==> src/adcbr_pkg.sv <==
// Package for the converter B input range register bank.
// Assumes a 32-bit classic Wishbone bus with byte addresses.
package adcbr_pkg;

    // ==========================================================
    // Register indices and byte addresses
    // ==========================================================
    localparam logic [7:0] IDX_LOWER = 8'h06;
    localparam logic [7:0] IDX_UPPER = 8'h07;
    localparam logic [7:0] ADR_LOWER = {IDX_LOWER[5:0], 2'b00};
    localparam logic [7:0] ADR_UPPER = {IDX_UPPER[5:0], 2'b00};

    // ==========================================================
    // Field layout
    // ==========================================================
    localparam int ADDR_FIELD_MSB = 15;
    localparam int ADDR_FIELD_LSB = 9;
    localparam int RSVD_BIT = 8;
    localparam int FIELD_W = 2;
    localparam int CH_PER_REG = 4;
    localparam int NUM_CH = 8;
    localparam int REG_W = 16;

    // ==========================================================
    // Reset values
    // ==========================================================
    localparam logic [15:0] RANGE_REG_RST = 16'h00FF;
    localparam logic [1:0] RANGE_FIELD_RST = 2'h3;

    // ==========================================================
    // Range codes
    // ==========================================================
    localparam logic [1:0] CODE_10V_A = 2'h0;
    localparam logic [1:0] CODE_2P5V = 2'h1;
    localparam logic [1:0] CODE_5V = 2'h2;
    localparam logic [1:0] CODE_10V_B = 2'h3;

    // ==========================================================
    // Types
    // ==========================================================
    typedef enum logic [1:0] {
        RNG_10V,
        RNG_5V,
        RNG_2P5V
    } adcbr_range_t;

    typedef enum logic {
        CONV_IDLE,
        CONV_ACTIVE
    } adcbr_conv_state_t;

    typedef struct packed {
        logic [6:0] addr_field;
        logic rsvd;
        logic [3:0][1:0] fields;
    } adcbr_range_reg_t;

endpackage

==> src/adcbr_range_dec.sv <==
// Decoder from a 2-bit range field to a range selection.
// Assumes the caller registers the result.
`timescale 1ns/1ns

module adcbr_range_dec (
    input wire logic [1:0] i_code,
    output adcbr_pkg::adcbr_range_t o_range
);

    // ==========================================================
    // Decode
    // ==========================================================
    always_comb begin
        case (i_code)
            adcbr_pkg::CODE_10V_A: begin
                o_range = adcbr_pkg::RNG_10V;
            end
            adcbr_pkg::CODE_2P5V: begin
                o_range = adcbr_pkg::RNG_2P5V;
            end
            adcbr_pkg::CODE_5V: begin
                o_range = adcbr_pkg::RNG_5V;
            end
            adcbr_pkg::CODE_10V_B: begin
                o_range = adcbr_pkg::RNG_10V;
            end
            default: begin
                o_range = adcbr_pkg::RNG_10V;
            end
        endcase
    end

endmodule

==> src/adcbr_regs.sv <==
// Converter B input range registers behind a classic Wishbone slave.
// Assumes one clock, synchronous active-low reset, and a converter
// that pulses start and done around each conversion.
`timescale 1ns/1ns

module adcbr_regs #(
    parameter int AW = 8
) (
    input wire logic i_mclk,
    input wire logic i_rst_n,
    input wire logic i_wb_cyc,
    input wire logic i_wb_stb,
    input wire logic i_wb_we,
    input wire logic [AW-1:0] i_wb_adr,
    input wire logic [3:0] i_wb_sel,
    input wire logic [31:0] i_wb_dat,
    output logic [31:0] o_wb_dat,
    output logic o_wb_ack,
    input wire logic i_conv_start,
    input wire logic i_conv_done,
    output logic o_conv_busy,
    output logic [adcbr_pkg::NUM_CH-1:0][1:0] o_conv_b_range,
    output adcbr_pkg::adcbr_range_t [adcbr_pkg::NUM_CH-1:0] o_conv_b_range_sel
);

    // ==========================================================
    // Declarations
    // ==========================================================
    adcbr_pkg::adcbr_range_reg_t lower_r;
    adcbr_pkg::adcbr_range_reg_t lower_nxt;
    adcbr_pkg::adcbr_range_reg_t upper_r;
    adcbr_pkg::adcbr_range_reg_t upper_nxt;
    logic ack_r;
    logic ack_nxt;
    logic [31:0] rdat_r;
    logic [31:0] rdat_nxt;
    logic req;
    logic hit_lower;
    logic hit_upper;

    adcbr_pkg::adcbr_conv_state_t state_r;
    adcbr_pkg::adcbr_conv_state_t state_nxt;
    logic busy_r;
    logic busy_nxt;
    logic [adcbr_pkg::NUM_CH-1:0][1:0] snap_code_r;
    logic [adcbr_pkg::NUM_CH-1:0][1:0] snap_code_nxt;
    adcbr_pkg::adcbr_range_t [adcbr_pkg::NUM_CH-1:0] snap_sel_r;
    adcbr_pkg::adcbr_range_t [adcbr_pkg::NUM_CH-1:0] snap_sel_nxt;

    logic [adcbr_pkg::NUM_CH-1:0][1:0] live_code;
    adcbr_pkg::adcbr_range_t [adcbr_pkg::NUM_CH-1:0] live_sel;

    logic [1:0] conv_b_input_zero_range;
    logic [1:0] conv_b_input_one_range;
    logic [1:0] conv_b_input_two_range;
    logic [1:0] conv_b_input_three_range;
    logic [1:0] conv_b_input_four_range;
    logic [1:0] conv_b_input_five_range;
    logic [1:0] conv_b_input_six_range;
    logic [1:0] conv_b_input_seven_range;

    // ==========================================================
    // Byte-lane merge
    // ==========================================================
    function automatic logic [15:0] lane_merge(
        input logic [15:0] old_val,
        input logic [31:0] wdat,
        input logic [3:0] sel
    );
        logic [15:0] res;
        res = old_val;
        if (sel[0]) begin
            res[7:0] = wdat[7:0];
        end
        if (sel[1]) begin
            res[15:8] = wdat[15:8];
        end
        return res;
    endfunction

    // ==========================================================
    // Field taps
    // ==========================================================
    assign conv_b_input_zero_range = lower_r.fields[0];
    assign conv_b_input_one_range = lower_r.fields[1];
    assign conv_b_input_two_range = lower_r.fields[2];
    assign conv_b_input_three_range = lower_r.fields[3];
    assign conv_b_input_four_range = upper_r.fields[0];
    assign conv_b_input_five_range = upper_r.fields[1];
    assign conv_b_input_six_range = upper_r.fields[2];
    assign conv_b_input_seven_range = upper_r.fields[3];

    assign live_code = {conv_b_input_seven_range, conv_b_input_six_range,
                        conv_b_input_five_range, conv_b_input_four_range,
                        conv_b_input_three_range, conv_b_input_two_range,
                        conv_b_input_one_range, conv_b_input_zero_range};

    // ==========================================================
    // Per-channel decoders
    // ==========================================================
    genvar gi;
    generate
        for (gi = 0; gi < adcbr_pkg::NUM_CH; gi++) begin : g_dec
            adcbr_range_dec u_dec (
                .i_code(live_code[gi]),
                .o_range(live_sel[gi])
            );
        end
    endgenerate

    // ==========================================================
    // Wishbone slave
    // ==========================================================
    assign req = i_wb_cyc & i_wb_stb & ~ack_r;
    assign hit_lower = (i_wb_adr == AW'(adcbr_pkg::ADR_LOWER));
    assign hit_upper = (i_wb_adr == AW'(adcbr_pkg::ADR_UPPER));

    always_comb begin
        lower_nxt = lower_r;
        upper_nxt = upper_r;
        ack_nxt = req;
        rdat_nxt = rdat_r;
        if (req && i_wb_we) begin
            if (hit_lower) begin
                lower_nxt = lane_merge(lower_r, i_wb_dat, i_wb_sel);
            end
            if (hit_upper) begin
                upper_nxt = lane_merge(upper_r, i_wb_dat, i_wb_sel);
            end
        end
        if (req && !i_wb_we) begin
            if (hit_lower) begin
                rdat_nxt = {16'h0000, lower_r};
            end else if (hit_upper) begin
                rdat_nxt = {16'h0000, upper_r};
            end else begin
                rdat_nxt = 32'h0000_0000;
            end
        end
    end

    always_ff @(posedge i_mclk) begin
        if (!i_rst_n) begin
            lower_r <= adcbr_pkg::RANGE_REG_RST;
            upper_r <= adcbr_pkg::RANGE_REG_RST;
            ack_r <= 1'b0;
            rdat_r <= 32'h0000_0000;
        end else begin
            lower_r <= lower_nxt;
            upper_r <= upper_nxt;
            ack_r <= ack_nxt;
            rdat_r <= rdat_nxt;
        end
    end

    assign o_wb_ack = ack_r;
    assign o_wb_dat = rdat_r;

    // ==========================================================
    // Conversion snapshot
    // ==========================================================
    always_comb begin
        state_nxt = state_r;
        snap_code_nxt = snap_code_r;
        snap_sel_nxt = snap_sel_r;
        case (state_r)
            adcbr_pkg::CONV_IDLE: begin
                if (i_conv_start) begin
                    state_nxt = adcbr_pkg::CONV_ACTIVE;
                    snap_code_nxt = live_code;
                    snap_sel_nxt = live_sel;
                end
            end
            adcbr_pkg::CONV_ACTIVE: begin
                if (i_conv_done) begin
                    state_nxt = adcbr_pkg::CONV_IDLE;
                end
            end
            default: begin
                state_nxt = adcbr_pkg::CONV_IDLE;
            end
        endcase
        busy_nxt = (state_nxt == adcbr_pkg::CONV_ACTIVE);
    end

    always_ff @(posedge i_mclk) begin
        if (!i_rst_n) begin
            state_r <= adcbr_pkg::CONV_IDLE;
            busy_r <= 1'b0;
            snap_code_r <= {adcbr_pkg::NUM_CH{adcbr_pkg::RANGE_FIELD_RST}};
            snap_sel_r <= {adcbr_pkg::NUM_CH{adcbr_pkg::RNG_10V}};
        end else begin
            state_r <= state_nxt;
            busy_r <= busy_nxt;
            snap_code_r <= snap_code_nxt;
            snap_sel_r <= snap_sel_nxt;
        end
    end

    assign o_conv_busy = busy_r;
    assign o_conv_b_range = snap_code_r;
    assign o_conv_b_range_sel = snap_sel_r;

    // ==========================================================
    // Assertions
    // ==========================================================
    logic take_start;
    assign take_start = i_conv_start && (state_r == adcbr_pkg::CONV_IDLE);

    a_reset_upper: assert property (@(posedge i_mclk) disable iff (!i_rst_n)
        $rose(i_rst_n) |-> upper_r == adcbr_pkg::RANGE_REG_RST)
        else $error("upper range register reset value wrong");

    a_reset_lower: assert property (@(posedge i_mclk) disable iff (!i_rst_n)
        $rose(i_rst_n) |-> (lower_r == adcbr_pkg::RANGE_REG_RST)
            && (lower_r.addr_field == 7'h00))
        else $error("lower range register reset value wrong");

    a_ack_single: assert property (@(posedge i_mclk) disable iff (!i_rst_n)
        (i_wb_cyc && i_wb_stb && !o_wb_ack) |=> o_wb_ack ##1 !o_wb_ack)
        else $error("ack not one cycle after request");

    a_write_upper: assert property (@(posedge i_mclk) disable iff (!i_rst_n)
        (req && i_wb_we && hit_upper && i_wb_sel[1:0] == 2'b11)
            |=> upper_r == $past(i_wb_dat[15:0]))
        else $error("upper register write lost");

    a_read_lower: assert property (@(posedge i_mclk) disable iff (!i_rst_n)
        (req && !i_wb_we && hit_lower) |=> o_wb_dat == {16'h0000, $past(lower_r)})
        else $error("lower register read data wrong");

    a_read_unmapped: assert property (@(posedge i_mclk) disable iff (!i_rst_n)
        (req && !i_wb_we && !hit_lower && !hit_upper) |=> o_wb_dat == 32'h0000_0000)
        else $error("unmapped read not zero");

    a_map_input_two: assert property (@(posedge i_mclk) disable iff (!i_rst_n)
        take_start |=> o_conv_b_range[2] == $past(lower_r[5:4]))
        else $error("input 2 range not from bits 5:4");

    a_map_input_one: assert property (@(posedge i_mclk) disable iff (!i_rst_n)
        take_start |=> o_conv_b_range[1] == $past(lower_r[3:2]))
        else $error("input 1 range not from bits 3:2");

    a_map_input_zero: assert property (@(posedge i_mclk) disable iff (!i_rst_n)
        take_start |=> o_conv_b_range[0] == $past(lower_r[1:0]))
        else $error("input 0 range not from bits 1:0");

    a_map_input_seven: assert property (@(posedge i_mclk) disable iff (!i_rst_n)
        take_start |=> o_conv_b_range[7] == $past(upper_r[7:6]))
        else $error("input 7 range not from bits 7:6");

    a_map_input_six: assert property (@(posedge i_mclk) disable iff (!i_rst_n)
        take_start |=> o_conv_b_range[6] == $past(upper_r[5:4]))
        else $error("input 6 range not from bits 5:4");

    a_map_input_five: assert property (@(posedge i_mclk) disable iff (!i_rst_n)
        take_start |=> o_conv_b_range[5] == $past(upper_r[3:2]))
        else $error("input 5 range not from bits 3:2");

    a_map_input_four: assert property (@(posedge i_mclk) disable iff (!i_rst_n)
        take_start |=> o_conv_b_range[4] == $past(upper_r[1:0]))
        else $error("input 4 range not from bits 1:0");

    a_decode_three: assert property (@(posedge i_mclk) disable iff (!i_rst_n)
        (take_start && lower_r[7:6] == adcbr_pkg::CODE_2P5V)
            |=> o_conv_b_range_sel[3] == adcbr_pkg::RNG_2P5V)
        else $error("input 3 code 01 not decoded as 2.5 V");

    a_decode_ten: assert property (@(posedge i_mclk) disable iff (!i_rst_n)
        (take_start && lower_r[1:0] == adcbr_pkg::CODE_10V_A)
            |=> o_conv_b_range_sel[0] == adcbr_pkg::RNG_10V)
        else $error("input 0 code 00 not decoded as 10 V");

    a_hold_in_conv: assert property (@(posedge i_mclk) disable iff (!i_rst_n)
        (o_conv_busy && !i_conv_done) |=> $stable(o_conv_b_range) && $stable(o_conv_busy))
        else $error("range changed during conversion");

    a_busy_on_start: assert property (@(posedge i_mclk) disable iff (!i_rst_n)
        take_start |=> o_conv_busy)
        else $error("start not taken");

    a_map_input_three: assert property (@(posedge i_mclk) disable iff (!i_rst_n)
        take_start |=> o_conv_b_range[3] == $past(lower_r[7:6]))
        else $error("input 3 range not from bits 7:6");

    a_write_lower: assert property (@(posedge i_mclk) disable iff (!i_rst_n)
        (req && i_wb_we && hit_lower && i_wb_sel[1:0] == 2'b11)
            |=> lower_r == $past(i_wb_dat[15:0]))
        else $error("lower register write lost");

    a_write_low_lane: assert property (@(posedge i_mclk) disable iff (!i_rst_n)
        (req && i_wb_we && hit_lower && i_wb_sel[1:0] == 2'b01)
            |=> (lower_r[15:8] == $past(lower_r[15:8]))
            && (lower_r[7:0] == $past(i_wb_dat[7:0])))
        else $error("lower register lane merge wrong");

    a_read_upper: assert property (@(posedge i_mclk) disable iff (!i_rst_n)
        (req && !i_wb_we && hit_upper) |=> o_wb_dat == {16'h0000, $past(upper_r)})
        else $error("upper register read data wrong");

    a_decode_five: assert property (@(posedge i_mclk) disable iff (!i_rst_n)
        (take_start && upper_r[3:2] == adcbr_pkg::CODE_5V)
            |=> o_conv_b_range_sel[5] == adcbr_pkg::RNG_5V)
        else $error("input 5 code 10 not decoded as 5 V");

    a_decode_ten_upper: assert property (@(posedge i_mclk) disable iff (!i_rst_n)
        (take_start && upper_r[7:6] == adcbr_pkg::CODE_10V_B)
            |=> o_conv_b_range_sel[7] == adcbr_pkg::RNG_10V)
        else $error("input 7 code 11 not decoded as 10 V");

    a_busy_after_done: assert property (@(posedge i_mclk) disable iff (!i_rst_n)
        (o_conv_busy && i_conv_done) |=> !o_conv_busy)
        else $error("busy not cleared after done");

    a_range_idle_hold: assert property (@(posedge i_mclk) disable iff (!i_rst_n)
        (!o_conv_busy && !take_start) |=> $stable(o_conv_b_range))
        else $error("range changed without a start");

    a_ack_needs_req: assert property (@(posedge i_mclk) disable iff (!i_rst_n)
        o_wb_ack |-> $past(req))
        else $error("ack without a request");

    c_write_upper: cover property (@(posedge i_mclk) disable iff (!i_rst_n)
        req && i_wb_we && hit_upper);

    c_read_lower: cover property (@(posedge i_mclk) disable iff (!i_rst_n)
        req && !i_wb_we && hit_lower);

    c_write_in_conv: cover property (@(posedge i_mclk) disable iff (!i_rst_n)
        o_conv_busy && req && i_wb_we && (hit_lower || hit_upper));

    c_start_done: cover property (@(posedge i_mclk) disable iff (!i_rst_n)
        take_start ##[1:20] (o_conv_busy && i_conv_done));

endmodule

==> config.mk <==
export PLATFORM = sky130hd
export DESIGN_NAME = adcbr_regs
export DESIGN_NICKNAME = d
export VERILOG_FILES = /design/src/adcbr_pkg.sv /design/src/adcbr_range_dec.sv /design/src/adcbr_regs.sv
export SDC_FILE = /design/constraint.sdc
export NUM_CORES = 1
export LEC_CHECK = 0
export BUFFER_PORTS_ARGS = -buffer_cell sky130_fd_sc_hd__buf_2
export CELL_PAD_IN_SITES_DETAIL_PLACEMENT = 1
export CELL_PAD_IN_SITES_GLOBAL_PLACEMENT = 2
export CORE_MARGIN = 5
export CORE_UTILIZATION = 26
export CTS_CLUSTER_DIAMETER = 60
export CTS_CLUSTER_SIZE = 40
export DETAILED_ROUTE_END_ITERATION = 12
export PLACE_DENSITY_LB_ADDON = 0.1
export SYNTH_ARGS = -nofsm -noshare
export SYNTH_HDL_FRONTEND = slang
export SYNTH_SLANG_ARGS = --single-unit
==> constraint.sdc <==
create_clock -name i_mclk -period 1.8 [get_ports i_mclk]
set_input_delay 0.27 -clock i_mclk [delete_from_list [all_inputs] [get_ports i_mclk]]
set_output_delay 0.27 -clock i_mclk [all_outputs]
set_load 0.03 [all_outputs]
# [Word-level counts from Yosys, hierarchy flattened]
# Index checks and enable logic that the tools add are counted.
[word_totals] ff_bits=98 in_bits=51 output_inout_bits=66 word_cells=98
[op_classes] n_eq_ne=26 mux=13 bitwise_logic=4 n_reduce_logical=24
[ops] operator="$pmux 2 s3" n=8
[ops] operator="$eq 2x2->1 const B" n=16
[ops] operator="$mux 16" n=2
[ops] operator="$eq 2x1->1 const B" n=8
[ops] operator="$eq 8x5->1 const B" n=2
[ops] operator="$logic_not 2->1" n=8
[ops] operator="$reduce_or 2->1" n=8
[ops] operator="$reduce_and 3->1" n=4
[ops] operator="$and 1x1->1" n=2
[ops] operator="$logic_and 1x1->1" n=2
[ops] operator="$mux 1" n=2
[ops] operator="$not 1->1" n=2
[ops] operator="$pmux 1 s2" n=1
[ops] operator="$reduce_and 2->1" n=1
[ops] operator="$logic_not 1->1" n=1

# [Longest topological paths before layout]
[depth] ltp_word=4 mapped_depth=6

# [Cells and area by module]
# A second synthesis with hierarchy kept.
[unflattened] hier_cells=368 area_unflattened_um2=3465.8
[by_module_without_submodules] module="adcbr_regs" instances=1 cells_per_inst=352 area_per_inst_um2=3345.7
[by_module_without_submodules] module="adcbr_range_dec" instances=8 cells_per_inst=2 area_per_inst_um2=15.0

# [Least setup slack after synthesis]
# No wires, ideal clock.
[synth_path] path_type="register to register" start="reg ack_r, in the netlist o_wb_ack" end="reg rdat_r[10], in the netlist o_wb_dat[10]" arrival_time_ns=1.811 path_slack_ns=-0.079 path_stages_with_launch=6 cell_sequence="dfxtp_1 > nand3b_1 > or4_4 > buf_6 > buf_8 > o2bb2ai_2"
[synth_via] elab_chain_cells=3
[synth_lines] element="start: declaration" line_no="adcbr_regs.sv:33" source="logic ack_r;"
[synth_lines] element="start signal: assignment" line_no="adcbr_regs.sv:151" source="ack_r <= ack_nxt;"
[synth_lines] element="$not 1->1" line_no="adcbr_regs.sv:114" source="assign req = i_wb_cyc & i_wb_stb & ~ack_r;"
[synth_lines] element="$and 1x1->1" line_no="adcbr_regs.sv:114"
[synth_lines] element="$logic_and 1x1->1" line_no="adcbr_regs.sv:131" source="if (req && !i_wb_we) begin"
[synth_lines] element="end signal: assignment" line_no="adcbr_regs.sv:152" source="rdat_r <= rdat_nxt;"
[synth_lines] element="end: declaration" line_no="adcbr_regs.sv:35" source="logic [31:0] rdat_r;"
# No other way between the ends.
# A chain may end at the register's enable or synchronous reset.

# [Final worst setup path]
[layout_path] start="reg ack_r, in the netlist o_wb_ack" end="reg upper_r[12] (netlist name)"
[layout_via] elab_chain_cells=4
[layout_lines] element="$not 1->1" line_no="adcbr_regs.sv:114"
[layout_lines] element="$and 1x1->1" line_no="adcbr_regs.sv:114"
[layout_lines] element="$logic_and 1x1->1" line_no="adcbr_regs.sv:123" source="if (req && i_wb_we) begin"
[layout_lines] element="$reduce_and 3->1 (no source line)"
[layout_lines] element="end signal: assignment" line_no="adcbr_regs.sv:145" source="upper_r <= adcbr_pkg::RANGE_REG_RST;"
[layout_lines] element="end signal: assignment" line_no="adcbr_regs.sv:150" source="upper_r <= upper_nxt;"
[layout_lines] element="end: declaration" line_no="adcbr_regs.sv:31" source="adcbr_pkg::adcbr_range_reg_t upper_r;"
# No other way between the ends.

==> reports/metrics.yaml <==
status: "completed"
finalWorstPathRequiredPeriod_ns: 1.68
start_util_pct: 26.8
hold-path-cell-count: 3
setup.worst_path.start_class: "flop"
synth-edff-count: 0
setup_ws_ns: 0.120
place.gp.congestion: 0.692
fin_worst_skew_ns: 0.00528
worst_ir_drop_vdd_mv: 0.400
io-pin-count: 117
finalNetCount: 490
regToRegStartpoint: "o_wb_ack"
timing.final.setup_violations: 0
detail_route.first_pass.iterations: 4
post_synth_num_cell_types: 26
fp.dieArea_sq_um: 15500
yosysMostFrequentCell: "sky130_fd_sc_hd__dfxtp_1"
rr_worst_depth: 5
timing.hold.worst.start: "i_conv_done"
tritoncts_clock_tree: "built"
antenna_left: 0
synth_cells: 355
drt_drc_violations_left: 0
ys_seq_area_share_pct: 48.2
timing.fmax_mhz: 595
antenna_found_initial: 0
post-cts-setup-buffers: 0
synth.top_cells.by_area: "sky130_fd_sc_hd__dfxtp_1 48%, sky130_fd_sc_hd__mux2i_1 14%, sky130_fd_sc_hd__nand2_1 7.9%, sky130_fd_sc_hd__o2bb2ai_2 4.4%, sky130_fd_sc_hd__nand3b_1 4.2%"
syn-cell-area_sq_um: 3410
globalRouteTotalUtil_pct: 12.8
max-clock-path-buffers: 2
hold_path.class: "in -> reg"
globalRoute.totalOverflow: 0
placedInstanceArea_sq_um: 4020
number_of_buffers_created_by_cts: 9
crit_path_max_fanout: 8
dieWidth_um: 124
fp.dieH_um: 124
critical_path.reg2reg.endpoint: "upper_r[12]"
final_max_slew_viol_count: 0
placementRows: 41
final_cell_area_sq_um: 4290
overall_power_after_layout_mw: 3.93
cts_num_sinks: 82
drv.max_cap_violation_count: 0
n_antenna_cell: 0
power_leakage_nw: 1.85
grt_start_max_net_pins: 43
min_period_over_period_pct: 93.4
cts_hold_repair_buffers: 0
synth-warning-count: 0
cts_resized: 0
clockRootBuffer: "sky130_fd_sc_hd__clkbuf_16"
first_iter_violations: 87
ys.flop_type: "sky130_fd_sc_hd__dfxtp_1"
ys_async_sr_fraction_pct: 0
clock_insertion_delay_worst_skew_ns: 0.33
hpwlAfterDp_mm: 7.05
core_sq_um: 12700
class_of_the_most_critical_setup_path: "reg -> reg"
drt-vias-per-instance: 4.41
crit_path_top_delay_cell: "sky130_fd_sc_hd__nand3b_1"
synth.top_cells.by_count: "82 x sky130_fd_sc_hd__dfxtp_1, 72 x sky130_fd_sc_hd__nand2_1, 48 x sky130_fd_sc_hd__mux2i_1, 25 x sky130_fd_sc_hd__nor2_1, 21 x sky130_fd_sc_hd__clkbuf_1"
setup_ws_pre_cts_ns: -0.142
fin_setup_tns_ns: 0
critical_path_required_ns: 2.05
clk_pin_slew_ns: 0.06
first_global_vias: 2906
pwr_density_cell_nw_per_um2: 916
detailroute.via_count: 2711
timing.critical_path.cells: "nand3b_1, buf_4, nor4_4, buf_12, mux2i_1"
dp_cells: 600
final_layout_size_suffix_gt1_share_pct: 29.8
setup_repair_after_global_routing_missed_its_margin: "no"
layout.cells.non_filler: 615
final.hold.worst_slack_ns: 0.203
htree_num_levels: 3
area_growth_pct: 25.9
place.port_buffers: 82
share_of_the_core_filled_with_cells_pct: 33.7
critPathCaptureType: "flop"
regToRegSetupSlack_ns: 0.12
detailed_route_wl_mm: 9.75
post_drt_wl_per_cell_um: 15.9
timing.hold.worst_endpoint: "o_conv_busy"
ys_ff_latch: 82
synth_top_cell_by_area: "sky130_fd_sc_hd__dfxtp_1"
final_hold_viol_count: 0
critPathArrivalTime_ns: 1.93
avgSynthCellArea_sq_um: 9.60
crit_path_max_incr_delay_ns: 0.33
synth.top_cell.area_share_pct: 48.2
first_pass_grt_wire_length_mm: 15.8
-- area by class of cell --
type,instances,area [sq um]
sequential,82,1640
clock inverter,3,15.0
multi-input combinational,245,1580
clock buffer,12,256
timing repair buffer,100,583
tap,172,215
inverter,1,3.75
fill,1550,8430
-- routing by layer --
| layer | vias up | wire, um | global-route usage [%] | part of all wire [%] |
|---|---|---|---|---|
| met5 | - | 0 | 0 | 0 |
| met4 | 0 | 125 | 4.45 | 1.3 |
| met3 | 9 | 421 | 2.70 | 4.3 |
| met2 | 69 | 4340 | 19.5 | 45 |
| met1 | 1289 | 4870 | 17.8 | 50 |
| li1 | 1344 | - | - | - |
-- kinds of logic after synthesis --
kind of cell,after synthesis,share of synthesized area (%)
AND/OR/NAND/NOR,147,21.7
flip-flops,82,48.2
multiplexers,48,14.1
buffers and inverters,43,7.31
AO/OA/AOI/OAI,34,8.66
other,1,0.110
-- layout by cell type, fill, tap and decap left out, drive strengths merged --
master / netlist / layout
nor2b: 1 / 1
mux2i: 48 / 48
nand2: 72 / 72
nor4: 4 / 4
clkbuf: 21 / 12
o2bb2ai: 16 / 16
o21a: 1 / 1
buf: 21 / 100
or4: 3 / 3
nand2b: 3 / 3
nand3b: 19 / 19
or4b: 1 / 1
or3b: 1 / 1
a21oi: 17 / 17
nand3: 18 / 18
dfxtp: 82 / 82
nor2: 25 / 25
clkinv: 1 / 4
conb: 1 / 16
-- worst max-delay path by stage --
stage                           start                     endpoint  slack (ns)  cells after the start
final                        o_wb_ack                  upper_r[12]        0.12                      5
after detailed placement  i_wb_adr[7]   conv_b_input_zero_range[1]       -0.14                      4
after global placement    i_wb_adr[7]  conv_b_input_three_range[1]       -0.11                      4
after floorplan           i_wb_adr[7]                 o_wb_dat[10]       -0.04                      6
after global routing         o_wb_ack                  upper_r[12]        0.02                      5
after CTS                    o_wb_ack                  upper_r[12]        0.12                      5
-- critical path: cells and delay by family, from the launching register on --
| kind | cells | cell delay [ns] |
|---|---|---|
| muxes | 1 | 0.19 |
| and+or+nand+nor | 2 | 0.65 |
| DFF | 1 | 0.31 |
| buffers and inverters | 2 | 0.44 |
-- sequential cells by signal, indices dropped and copies added, names as in the netlist, 8 cells and up --
name	flops
lower_r	8
o_conv_b_range	16
o_conv_b_range_sel	16
o_wb_dat	16
upper_r	8
-- where the power goes --
group          switching, mW  internal (mW)
registers             0.0157           1.84
logic                  0.259          0.109
clock network          0.709          0.996
total                  0.984           2.95
Note: power is estimated with default switching activity, not from simulation.
